<file path="src/logic/vic_consts.svh">
/*
 * Register offsets, field positions and reset values of the vectored interrupt controller register block.
 * Assumes inclusion by bare name from the design file.
 */
`ifndef VIC_CONSTS_SVH
`define VIC_CONSTS_SVH

// Byte offsets on the register bus
`define VIC_OFF_FAST_VECT    12'h104
`define VIC_OFF_NORM_VECT    12'h100
`define VIC_OFF_PENDING      12'h10C
`define VIC_OFF_ENABLE       12'h110
`define VIC_OFF_CORE_STAT    12'h114
`define VIC_OFF_ENABLE_CMD   12'h120
`define VIC_OFF_DISABLE_CMD  12'h124
`define VIC_OFF_CLEAR_CMD    12'h128
`define VIC_OFF_SET_CMD      12'h12C
`define VIC_OFF_EOS_CMD      12'h130
`define VIC_OFF_STRAY        12'h134
`define VIC_OFF_DEBUG        12'h138
`define VIC_OFF_FF_ON        12'h140
`define VIC_OFF_FF_OFF       12'h144
`define VIC_OFF_FF_STATE     12'h148
`define VIC_OFF_FAST_HANDLER 12'h150
`define VIC_OFF_NORM_HANDLER 12'h154

// Field positions
`define VIC_BIT_FAST_SRC     0
`define VIC_BIT_FAST_LINE    0
`define VIC_BIT_NORM_LINE    1
`define VIC_BIT_PROTECTION_ENABLE         0
`define VIC_BIT_GMASK        1

// Reset values and the writable bits of fast forcing
`define VIC_RST_WORD         32'h0000_0000
`define VIC_RST_DEBUG        2'h0
`define VIC_FF_WRITABLE      32'hFFFF_FFFE

// Bus answers
`define VIC_RESP_OKAY        2'h0
`define VIC_RESP_SLVERR      2'h2

`endif

</file>
<file path="src/logic/vic_pkg.sv">
/*
 * Types of the vectored interrupt controller register block.
 * Assumes the constants header is compiled alongside.
 */
`default_nettype none

package vic_pkg;
   typedef logic [31:0] vic_word_t;
   typedef enum logic [1:0] {
      VIC_IDLE,
      VIC_IN_SERVICE
   } vic_svc_t;
endpackage

`default_nettype wire

</file>
<file path="src/logic/vic_regs.sv">
/*
 * Vectored interrupt controller register block: pending, enable, fast forcing,
 * command registers, vector reads and the two processor request lines.
 * Assumes sources are synchronous high levels and an AXI4-Lite master on one clock.
 */
// Our own choices: the AXI4-Lite register port and the placing of the registers.
`timescale 1ns/10ps
`default_nettype none
`include "vic_consts.svh"

module vic_regs (
   // Clock and reset
   input  wire logic        sys_clk,
   input  wire logic        rst,
   // Interrupt sources, active high levels
   input  wire logic [31:0] irq_src,
   // Processor request lines, active low
   output logic             fast_request_line_n,
   output logic             normal_request_line_n,
   // Current source number, status only
   output logic [4:0]       cur_source,
   // AXI4-Lite write address
   input  wire logic [11:0] s_axi_awaddr,
   input  wire logic        s_axi_awvalid,
   output logic             s_axi_awready,
   // AXI4-Lite write data
   input  wire logic [31:0] s_axi_wdata,
   input  wire logic [3:0]  s_axi_wstrb,
   input  wire logic        s_axi_wvalid,
   output logic             s_axi_wready,
   // AXI4-Lite write response
   output logic [1:0]       s_axi_bresp,
   output logic             s_axi_bvalid,
   input  wire logic        s_axi_bready,
   // AXI4-Lite read address
   input  wire logic [11:0] s_axi_araddr,
   input  wire logic        s_axi_arvalid,
   output logic             s_axi_arready,
   // AXI4-Lite read data
   output logic [31:0]      s_axi_rdata,
   output logic [1:0]       s_axi_rresp,
   output logic             s_axi_rvalid,
   input  wire logic        s_axi_rready
);

   vic_pkg::vic_word_t pending_r;
   vic_pkg::vic_word_t enable_r;
   vic_pkg::vic_word_t ff_r;
   vic_pkg::vic_word_t stray_r;
   vic_pkg::vic_word_t fast_handler_r;
   vic_pkg::vic_word_t norm_handler_r;
   vic_pkg::vic_word_t src_d_r;
   logic [1:0]         debug_r;
   vic_pkg::vic_svc_t  svc_r;
   logic [4:0]         cur_id_r;
   logic [11:0]        aw_addr_r;
   logic [31:0]        w_data_r;
   logic [3:0]         w_strb_r;
   logic               aw_held_r;
   logic               w_held_r;
   logic               wr_go;
   logic [11:0]        wa;
   logic [31:0]        wd;
   vic_pkg::vic_word_t active;
   logic               fast_want;
   logic               norm_want;
   logic               norm_found;
   logic [4:0]         norm_id;
   vic_pkg::vic_word_t rd_word;
   logic [1:0]         rd_resp;
   logic               wr_hit;

   // Write channel capture: address and data taken in either order
   assign wa    = aw_held_r ? aw_addr_r : s_axi_awaddr;
   assign wd    = w_held_r ? w_data_r : s_axi_wdata;
   assign wr_go = (aw_held_r | (s_axi_awvalid & s_axi_awready))
                & (w_held_r | (s_axi_wvalid & s_axi_wready));

   always_ff @(posedge sys_clk) begin
      if (rst) begin
         aw_held_r <= 1'b0;
         w_held_r  <= 1'b0;
         aw_addr_r <= 12'h000;
         w_data_r  <= 32'h0000_0000;
         w_strb_r  <= 4'h0;
      end else if (wr_go) begin
         aw_held_r <= 1'b0;
         w_held_r  <= 1'b0;
      end else begin
         if (s_axi_awvalid & s_axi_awready) begin
            aw_held_r <= 1'b1;
            aw_addr_r <= s_axi_awaddr;
         end
         if (s_axi_wvalid & s_axi_wready) begin
            w_held_r <= 1'b1;
            w_data_r <= s_axi_wdata;
            w_strb_r <= s_axi_wstrb;
         end
      end
   end

   // Write readies from flops: next value of "channel not held and no response waiting"
   // A waiting response refuses both channels until bready is seen
   // Registered so no output depends combinationally on a valid
   always_ff @(posedge sys_clk) begin
      if (rst) begin
         s_axi_awready <= 1'b1;
         s_axi_wready  <= 1'b1;
      end else if (wr_go) begin
         s_axi_awready <= 1'b0;
         s_axi_wready  <= 1'b0;
      end else begin
         s_axi_awready <= ~aw_held_r & ~(s_axi_awvalid & s_axi_awready) & ~(s_axi_bvalid & ~s_axi_bready);
         s_axi_wready  <= ~w_held_r & ~(s_axi_wvalid & s_axi_wready) & ~(s_axi_bvalid & ~s_axi_bready);
      end
   end

   // Write decode: writable word addresses answer OKAY, others SLVERR
   always_comb begin
      case ({wa[11:2], 2'b00})
         `VIC_OFF_ENABLE_CMD, `VIC_OFF_DISABLE_CMD, `VIC_OFF_CLEAR_CMD,
         `VIC_OFF_SET_CMD, `VIC_OFF_EOS_CMD, `VIC_OFF_STRAY, `VIC_OFF_DEBUG,
         `VIC_OFF_FF_ON, `VIC_OFF_FF_OFF, `VIC_OFF_FAST_HANDLER,
         `VIC_OFF_NORM_HANDLER: wr_hit = 1'b1;
         default: wr_hit = 1'b0;
      endcase
   end

   // Write response
   always_ff @(posedge sys_clk) begin
      if (rst) begin
         s_axi_bvalid <= 1'b0;
         s_axi_bresp  <= `VIC_RESP_OKAY;
      end else if (wr_go) begin
         s_axi_bvalid <= 1'b1;
         s_axi_bresp  <= wr_hit ? `VIC_RESP_OKAY : `VIC_RESP_SLVERR;
      end else if (s_axi_bready) begin
         s_axi_bvalid <= 1'b0;
      end
   end

   // Command hits per register
   logic cmd_en;
   logic cmd_dis;
   logic cmd_clr;
   logic cmd_set;
   logic cmd_eos;
   logic cmd_ffon;
   logic cmd_ffoff;
   assign cmd_en    = wr_go && {wa[11:2], 2'b00} == `VIC_OFF_ENABLE_CMD;
   assign cmd_dis   = wr_go && {wa[11:2], 2'b00} == `VIC_OFF_DISABLE_CMD;
   assign cmd_clr   = wr_go && {wa[11:2], 2'b00} == `VIC_OFF_CLEAR_CMD;
   assign cmd_set   = wr_go && {wa[11:2], 2'b00} == `VIC_OFF_SET_CMD;
   assign cmd_eos   = wr_go && {wa[11:2], 2'b00} == `VIC_OFF_EOS_CMD;
   assign cmd_ffon  = wr_go && {wa[11:2], 2'b00} == `VIC_OFF_FF_ON;
   assign cmd_ffoff = wr_go && {wa[11:2], 2'b00} == `VIC_OFF_FF_OFF;

   // Rising-edge history of the sources
   always_ff @(posedge sys_clk) begin
      if (rst) begin
         src_d_r <= `VIC_RST_WORD;
      end else begin
         src_d_r <= irq_src;
      end
   end

   // Per-source pending and enable; source rise and set win over clear
   genvar gi;
   generate
      for (gi = 0; gi < 32; gi++) begin : g_src
         always_ff @(posedge sys_clk) begin
            if (rst) begin
               pending_r[gi] <= 1'b0;
            end else if ((irq_src[gi] & ~src_d_r[gi]) | (cmd_set & wd[gi])) begin
               pending_r[gi] <= 1'b1;
            end else if (cmd_clr & wd[gi]) begin
               pending_r[gi] <= 1'b0;
            end else if (svc_r == vic_pkg::VIC_IDLE && norm_found && norm_id == gi && cmd_eos) begin
               pending_r[gi] <= pending_r[gi];
            end
         end
         always_ff @(posedge sys_clk) begin
            if (rst) begin
               enable_r[gi] <= 1'b0;
            end else if (cmd_en & wd[gi]) begin
               enable_r[gi] <= 1'b1;
            end else if (cmd_dis & wd[gi]) begin
               enable_r[gi] <= 1'b0;
            end
         end
      end
   endgenerate

   // Fast forcing state, bit 0 never set
   always_ff @(posedge sys_clk) begin
      if (rst) begin
         ff_r <= `VIC_RST_WORD;
      end else if (cmd_ffon) begin
         ff_r <= (ff_r | (wd & `VIC_FF_WRITABLE)) & ~(cmd_ffoff ? wd : 32'h0000_0000);
      end else if (cmd_ffoff) begin
         ff_r <= ff_r & ~wd;
      end
   end

   // Software-held words: stray address, handlers, debug control
   always_ff @(posedge sys_clk) begin
      if (rst) begin
         stray_r        <= `VIC_RST_WORD;
         fast_handler_r <= `VIC_RST_WORD;
         norm_handler_r <= `VIC_RST_WORD;
         debug_r        <= `VIC_RST_DEBUG;
      end else if (wr_go) begin
         case ({wa[11:2], 2'b00})
            `VIC_OFF_STRAY:        stray_r <= wd;
            `VIC_OFF_FAST_HANDLER: fast_handler_r <= wd;
            `VIC_OFF_NORM_HANDLER: norm_handler_r <= wd;
            `VIC_OFF_DEBUG:        debug_r <= wd[1:0];
            default:               debug_r <= debug_r;
         endcase
      end
   end

   // Request decisions: forced sources go to the fast line
   assign active    = pending_r & enable_r;
   assign fast_want = active[`VIC_BIT_FAST_SRC] | (|(active & ff_r));
   always_comb begin
      norm_found = 1'b0;
      norm_id    = 5'h00;
      for (int i = 31; i >= 1; i--) begin
         if (active[i] && !ff_r[i]) begin
            norm_found = 1'b1;
            norm_id    = 5'(i);
         end
      end
   end
   assign norm_want = norm_found | (svc_r == vic_pkg::VIC_IN_SERVICE);

   // Service state: a normal read makes the lowest source current, end-of-service releases it
   always_ff @(posedge sys_clk) begin
      if (rst) begin
         svc_r    <= vic_pkg::VIC_IDLE;
         cur_id_r <= 5'h00;
      end else begin
         case (svc_r)
            vic_pkg::VIC_IDLE: begin
               if (s_axi_arvalid && s_axi_arready && norm_found &&
                   {s_axi_araddr[11:2], 2'b00} == `VIC_OFF_NORM_VECT) begin
                  svc_r    <= vic_pkg::VIC_IN_SERVICE;
                  cur_id_r <= norm_id;
               end
            end
            vic_pkg::VIC_IN_SERVICE: begin
               if (cmd_eos) begin
                  svc_r <= vic_pkg::VIC_IDLE;
               end
            end
            default: svc_r <= vic_pkg::VIC_IDLE;
         endcase
      end
   end

   // Request lines, held inactive under the general mask
   always_ff @(posedge sys_clk) begin
      if (rst) begin
         fast_request_line_n   <= 1'b1;
         normal_request_line_n <= 1'b1;
         cur_source            <= 5'h00;
      end else begin
         fast_request_line_n   <= ~(fast_want & ~debug_r[`VIC_BIT_GMASK]);
         normal_request_line_n <= ~(norm_found & (svc_r == vic_pkg::VIC_IDLE) & ~debug_r[`VIC_BIT_GMASK]);
         cur_source            <= cur_id_r;
      end
   end

   // Read decode
   always_comb begin
      rd_resp = `VIC_RESP_OKAY;
      case ({s_axi_araddr[11:2], 2'b00})
         `VIC_OFF_PENDING:      rd_word = pending_r;
         `VIC_OFF_ENABLE:       rd_word = enable_r;
         `VIC_OFF_CORE_STAT:    rd_word = {30'h0, ~normal_request_line_n, ~fast_request_line_n};
         `VIC_OFF_STRAY:        rd_word = stray_r;
         `VIC_OFF_DEBUG:        rd_word = {30'h0, debug_r};
         `VIC_OFF_FF_STATE:     rd_word = ff_r;
         `VIC_OFF_FAST_HANDLER: rd_word = fast_handler_r;
         `VIC_OFF_NORM_HANDLER: rd_word = norm_handler_r;
         `VIC_OFF_NORM_VECT:    rd_word = norm_found ? norm_handler_r : stray_r;
         `VIC_OFF_FAST_VECT:    rd_word = fast_want ? fast_handler_r : stray_r;
         `VIC_OFF_ENABLE_CMD, `VIC_OFF_DISABLE_CMD, `VIC_OFF_CLEAR_CMD, `VIC_OFF_SET_CMD,
         `VIC_OFF_EOS_CMD, `VIC_OFF_FF_ON, `VIC_OFF_FF_OFF: rd_word = 32'h0000_0000;
         default: begin
            rd_word = 32'h0000_0000;
            rd_resp = `VIC_RESP_SLVERR;
         end
      endcase
   end

   // Read ready from a flop: next value of "no read data waiting"
   // A second address is refused until rready takes the data
   always_ff @(posedge sys_clk) begin
      if (rst) begin
         s_axi_arready <= 1'b1;
      end else begin
         s_axi_arready <= ~(s_axi_arvalid & s_axi_arready) & ~(s_axi_rvalid & ~s_axi_rready);
      end
   end

   // Read channel: one cycle from address to data
   always_ff @(posedge sys_clk) begin
      if (rst) begin
         s_axi_rvalid <= 1'b0;
         s_axi_rdata  <= 32'h0000_0000;
         s_axi_rresp  <= `VIC_RESP_OKAY;
      end else if (s_axi_arvalid && s_axi_arready) begin
         s_axi_rvalid <= 1'b1;
         s_axi_rdata  <= rd_word;
         s_axi_rresp  <= rd_resp;
      end else if (s_axi_rready) begin
         s_axi_rvalid <= 1'b0;
      end
   end

endmodule

`default_nettype wire

</file>
<file path="config.mk">
export PLATFORM = sky130hd
export DESIGN_NAME = vic_regs
export DESIGN_NICKNAME = d
export VERILOG_FILES = /design/src/logic/vic_pkg.sv /design/src/logic/vic_regs.sv
export VERILOG_INCLUDE_DIRS = /design/src /design/src/logic
export SDC_FILE = /design/constraint.sdc
export NUM_CORES = 1
export LEC_CHECK = 0
export BUFFER_PORTS_ARGS = -buffer_cell sky130_fd_sc_hd__buf_2
export CORE_UTILIZATION = 55
export CTS_BUF_LIST = sky130_fd_sc_hd__clkbuf_8
export DETAILED_ROUTE_END_ITERATION = 12
export MAX_ROUTING_LAYER = met4
export PLACE_DENSITY = 0.78
export SETUP_SLACK_MARGIN = 0.05
export SLEW_MARGIN = 20
export SYNTH_ARGS = -nofsm -noshare
export SYNTH_HDL_FRONTEND = slang
export SYNTH_SLANG_ARGS = --single-unit
</file>
<file path="constraint.sdc">
create_clock -name sys_clk -period 2.4 [get_ports sys_clk]
set_clock_uncertainty 0.1 [all_clocks]
set_input_delay 0.12 -clock sys_clk [delete_from_list [all_inputs] [get_ports sys_clk]]
set_output_delay 0.12 -clock sys_clk [all_outputs]
set_load 0.05 [all_outputs]
</file>
After elaboration in Yosys (flattened, before gate mapping)

Cells that the tools add are included.

Logic and storage cells: 743
Flip-flop bits (word level): 327
Bits of input ports: 99
Output and inout bits: 48

Multiplexer cells: 210
Bitwise logic cells: 263
Equality and inequality tests: 31
Reductions and logical operators: 152

Operator list:

| operator                                                                 | number |
|---|---|
| 32-bit case mux with 10 select lines                                     | 1 |
| 10-bit by 7-bit == test with 1-bit output (second input constant)        | 28 |
| 32-bit two-way mux                                                       | 6 |
| 1-bit AND                                                                | 174 |
| 1-bit two-way mux                                                        | 166 |
| 5-bit two-way mux                                                        | 31 |
| 2-bit nonzero test                                                       | 67 |
| 32-bit AND                                                               | 4 |
| 32-bit inverter                                                          | 2 |
| 1-bit inverter                                                           | 47 |
| 1-bit logical AND                                                        | 41 |
| 1-bit OR                                                                 | 35 |
| 32-bit OR                                                                | 1 |
| 32-bit OR reduction                                                      | 1 |
| 1-bit zero test                                                          | 31 |
| 17-bit OR reduction                                                      | 1 |
| 2-bit AND reduction                                                      | 8 |
| 12-bit two-way mux                                                       | 1 |
| 11-bit OR reduction                                                      | 1 |
| 2-bit two-way mux                                                        | 4 |
| 2-bit case mux with 2 select lines                                       | 1 |
| 2-bit by 1-bit == test with 1-bit output (second input constant)         | 1 |
| 2-bit zero test                                                          | 1 |
| 2-bit by 1-bit inequality test with 1-bit output (second input constant) | 1 |
| 2 further kinds                                                          | 2 |

Longest topological paths before layout

Depth after elaboration: 37
Mapped depth: 9

Worst setup path before layout

Ideal clock, no wire load.

Path kind: register to register
Start point: register s_axi_awready
End point: register stray_r[22]
Path slack: -0.112 ns
Buffers on the path: 2
Stages on the path, launching flop included: 8
Data arrival time: 2.276 ns
Cell sequence: dfxtp_1 > a21oi_1 > or3_1 > or2_2 > nor2b_1 > buf_2 > buf_1 > a211oi_1

Cells in the longest elaborated chain, start to end: 4

RTL lines:

| element                              | RTL line        | RTL |
|---|---|---|
| start, declared                      | vic_regs.sv:25  | `output logic s_axi_awready,` |
| start signal, assigned               | vic_regs.sv:113 | `s_axi_awready <= ~aw_held_r & ~(s_axi_awvalid & s_axi_awready) & ~(s_axi_bvalid & ~s_axi_bready);` |
| 1-bit AND                            | vic_regs.sv:76  | `assign wr_go = (aw_held_r \| (s_axi_awvalid & s_axi_awready))` |
| 1-bit OR                             | vic_regs.sv:76  |  |
| 1-bit AND                            | vic_regs.sv:77  | `& (w_held_r \| (s_axi_wvalid & s_axi_wready));` |
| 2-bit AND reduction (no source line) | -               |  |
| end signal, assigned                 | vic_regs.sv:208 | `` stray_r <= `VIC_RST_WORD; `` |
| end signal, assigned                 | vic_regs.sv:214 | `` `VIC_OFF_STRAY: stray_r <= wd; `` |
| end, declared                        | vic_regs.sv:49  | `vic_pkg::vic_word_t stray_r;` |

Every way passes these cells.
A chain may end at the register's enable or synchronous reset.

Worst setup path in the final report

Start point: register aw_held_r
End point: register pending_r[22]

Cells in the longest elaborated chain, start to end: 6

RTL lines:

| element                                                                | RTL line                       | RTL |
|---|---|---|
| start, declared                                                        | vic_regs.sv:59                 | `logic aw_held_r;` |
| start signal, assigned                                                 | vic_regs.sv:81                 | `aw_held_r <= 1'b0;` |
| start signal, assigned                                                 | vic_regs.sv:87                 | `aw_held_r <= 1'b0;` |
| start signal, assigned                                                 | vic_regs.sv:91                 | `aw_held_r <= 1'b1;` |
| 12-bit two-way mux or 1-bit OR (tied branches)                         | vic_regs.sv:74, vic_regs.sv:76 |  |
| 10-bit by 7-bit == test with 1-bit output or 1-bit AND (tied branches) | -                              |  |
| 1-bit logical AND (no source line)                                     | -                              |  |
| 1-bit AND                                                              | vic_regs.sv:174                | `end else if ((irq_src[gi] & ~src_d_r[gi]) \| (cmd_set & wd[gi])) begin` |
| 1-bit OR                                                               | vic_regs.sv:174                |  |
| 1-bit two-way mux or 2-bit nonzero test (tied branches)                | -                              |  |
| end signal, assigned by index                                          | vic_regs.sv:179                | `pending_r[gi] <= pending_r[gi];` |
| end, declared                                                          | vic_regs.sv:46                 | `vic_pkg::vic_word_t pending_r;` |

Several ways; a longest one is shown, not always the timed one.

==> impl_metrics.env <==
export IMPL_r2r_slack_ps=-140
export IMPL_ir_drop_mv=0.571
export IMPL_post_place_ws_ps=-84.6
export IMPL_grt_pass1_vias=14600
export IMPL_area_delta_synth_final_pct=31.2
export IMPL_yosysWarnings=0
export IMPL_drv_cap=0
export IMPL_die_area_sq_um=28000
export IMPL_fill_cells=1904
export IMPL_first_iter_violations=2324
export IMPL_antenna_found_initial=2
export IMPL_yosys_most_used_dff="dfxtp_1"
export IMPL_cp_max_fo=32
export IMPL_timing_final_crit_period_ps=2540
export IMPL_wl_mm=57.1
export IMPL_die_h_um=167
export IMPL_maxSlewHeadroom=0.265
export IMPL_synth_edf_count=0
export IMPL_finalHoldViolations=0
export IMPL_grt_use_total=0.379
export IMPL_num_rows=60
export IMPL_syn_mean_instance_area_sq_um=8.44
export IMPL_clk_latency_ps=590
export IMPL_timing_hold_ws_ps=104
export IMPL_reg2reg_from="aw_held_r$_SDFFE_PP0P_"
export IMPL_ys_types=68
export IMPL_clkSinkCount=322
export IMPL_hold_start="s_axi_araddr[4]"
export IMPL_drtAntennaViolNets=0
export IMPL_synth_seq_cells=322
export IMPL_cts_tree="yes"
export IMPL_avgViaCountPerCell=6.50
export IMPL_cp_arrival_ps=2860
export IMPL_gr_total_overflow=0
export IMPL_clock_root_buffer="clkbuf_8"
export IMPL_synth_seq_area_share=0.428
export IMPL_grt_first_pass_wirelength_mm=81.5
export IMPL_vias=16200
export IMPL_cp_data_required_time_ps=2730
export IMPL_core_area_sq_um=26900
export IMPL_hp_class="primary input to register"
export IMPL_setup_viol=50
export IMPL_cts_htree_levels=2
export IMPL_violations="setup timing"
export IMPL_synthArstFlopShare=0
export IMPL_drc=0
export IMPL_rsz0062_at_grt="yes"
export IMPL_grt_max_degree=131
export IMPL_crit_path_end_kind="register"
export IMPL_dr_pass1_iters=9
export IMPL_power_leakage_nw=7.47
export IMPL_fp_dieW_um=167
export IMPL_clk_pin_slew_ps=70
export IMPL_io_buffers=136
export IMPL_worstSetupStartpointType="register"
export IMPL_fin_ws_ps=-136
export IMPL_syn_inst=1783
export IMPL_wire_per_inst_um=22.9
export IMPL_reg2regPathDepth=7
export IMPL_fin_crit_sh=1.06
export IMPL_cts_buffer_depth=3
export IMPL_status="finished, violations left"
export IMPL_drive_above_1_share=0.250
export IMPL_cp_endpoint="pending_r[22]$_SDFFE_PP0P_"
export IMPL_crit_start="aw_held_r$_SDFFE_PP0P_"
export IMPL_r2r_end="pending_r[22]$_SDFFE_PP0P_"
export IMPL_finalMaxSlewViolations=0
export IMPL_numCtsBuffers=53
export IMPL_initial_core_util=0.560
export IMPL_place_hpwl_mm=33.9
export IMPL_synth_area_sq_um=15000
export IMPL_place_area_sq_um=17200
export IMPL_crit_type="register to register"
export IMPL_final_cell_area_sq_um=19700
export IMPL_fin_nets=2213
export IMPL_gp_congestion=1.02
export IMPL_power_w=0.0118
export IMPL_tightestPinTransition_ps=1100
export IMPL_p_per_area_nw_per_um2=596
export IMPL_fmax_ghz=0.394
export IMPL_ios=147
==> final cells by class <==
class                   count  area, sq um  area share
clock buffers              63          867      0.0439
well taps                 341          427      0.0216
multi-input cells        1295         8230       0.417
clock inverters            29          149     0.00754
flip-flops and latches    322         6460       0.327
inverters                  28          105     0.00533
diodes                      3         7.51    0.000380
repair buffers            414         3490       0.177
==> cell usage in the layout, fill, tap and decap left out, types with 10 or more instances in the layout <==
| cell type | netlist | final |
|---|---|---|
| nor2_1 | 162 | 152 |
| a221oi_2 | 0 | 10 |
| a211oi_1 | 156 | 152 |
| mux2i_1 | 34 | 33 |
| and3b_1 | 21 | 21 |
| nand3_1 | 59 | 58 |
| nand2_1 | 167 | 167 |
| inv_1 | 28 | 45 |
| a21oi_1 | 195 | 195 |
| buf_4 | 4 | 142 |
| nand4_1 | 12 | 12 |
| nor2b_1 | 74 | 73 |
| nor2_2 | 2 | 10 |
| mux2_2 | 64 | 64 |
| o22ai_1 | 15 | 13 |
| buf_2 | 28 | 136 |
| nor3_1 | 14 | 10 |
| dlygate4sd3_1 | 0 | 90 |
| o21ai_0 | 110 | 102 |
| buf_12 | 0 | 26 |
| clkinv_2 | 0 | 11 |
| nand3b_1 | 19 | 19 |
| clkbuf_8 | 0 | 63 |
| and2_1 | 16 | 15 |
| o211ai_1 | 33 | 33 |
| dfxtp_1 | 322 | 316 |
| a222oi_1 | 29 | 29 |
| o311ai_0 | 21 | 17 |
==> stage by stage <==
| stage | util | instances | setup TNS (ps) |
|---|---|---|---|
| after detailed placement | 0.639 | 2288 | -878 |
| after global routing | 0.734 | 2494 | -6080 |
| final | 0.734 | 2495 | -1770 |
| after CTS | 0.717 | 2474 | -17.1 |
| after global placement | 0.639 | 2288 | -174 |
| after floorplan | - | 1784 | 0 |
==> timing repair <==
| action | in CTS | in global routing |
|---|---|---|
| resized for setup | 23 | 62 |
| cloned | 2 | 9 |
| endpoints found under the setup margin | 46 | 234 |
| endpoints found under the hold margin | 241 | 0 |
| pin swaps | 10 | 32 |
| hold buffers | 90 | 0 |
| setup buffers | 2 | 9 |
==> cell usage after synthesis (all sizes together) (33+ instances only) <==
cell type | count | area share
clkbuf | 101 | 0.025
nor2 | 164 | 0.041
a211oi | 156 | 0.078
nand3 | 59 | 0.020
o21ai | 111 | 0.037
nand2 | 167 | 0.042
o211ai | 33 | 0.016
nor2b | 74 | 0.031
dfxtp | 322 | 0.43
buf | 38 | 0.013
a21oi | 196 | 0.065
mux2 | 64 | 0.048
mux2i | 34 | 0.023
==> routing by layer <==
| layer | wire length (um) | share of wire | track usage |
|---|---|---|---|
| met5 | 0 | 0 | - |
| met4 | 2500 | 0.044 | 0.128 |
| met3 | 7620 | 0.13 | 0.0886 |
| met2 | 24400 | 0.43 | 0.552 |
| met1 | 22500 | 0.39 | 0.515 |
==> worst min-delay path by stage <==
stage,slack (ps),cells past startpoint,endpoint
final,100,6,s_axi_rdata[1]$_SDFFE_PP0P_
after global routing,140,6,s_axi_rdata[1]$_SDFFE_PP0P_
after CTS,80,6,s_axi_rdata[1]$_SDFFE_PP0P_
after detailed placement,250,2,src_d_r[15]$_SDFF_PP0_
after global placement,240,2,src_d_r[12]$_SDFF_PP0_
after floorplan,150,1,src_d_r[0]$_SDFF_PP0_
==> state kept, by name (all words and copies together), names as in the netlist, 2 cells and up, named ones only <==
register,cells
src_d_r,32
pending_r,32
enable_r,32
aw_addr_r,10
stray_r,32
fast_handler_r,32
debug_r,2
s_axi_rdata,32
w_data_r,32
cur_id_r,5
cur_source,5
norm_handler_r,32
==> logic make-up (layout without fill, tap and decap cells) <==
family	after synthesis	in the layout	share of synthesized area
multiplexers	99	99	0.0720
AND/OR/NAND/NOR	594	594	0.197
other	1	5	0.000249
buffers and inverters	167	534	0.0450
AO/OA/AOI/OAI	600	600	0.257
flip-flops	322	322	0.428
==> where the power goes <==
group	internal (W)	total, W	switching, W
clock network	0.00248	0.00471	0.00223
registers	0.00550	0.00561	0.000109
logic	0.000568	0.00145	0.000886
==> critical path, stage by stage, from the launching register on <==
cell and delay [ps]:
dfxtp_4 400, nor4bb_2 370, o22ai_2 210, or2_2 340
or3_1 350, buf_12 200, o21ai_1 240, a21oi_1 140
No activity file was read; power rests on OpenSTA's default activity.
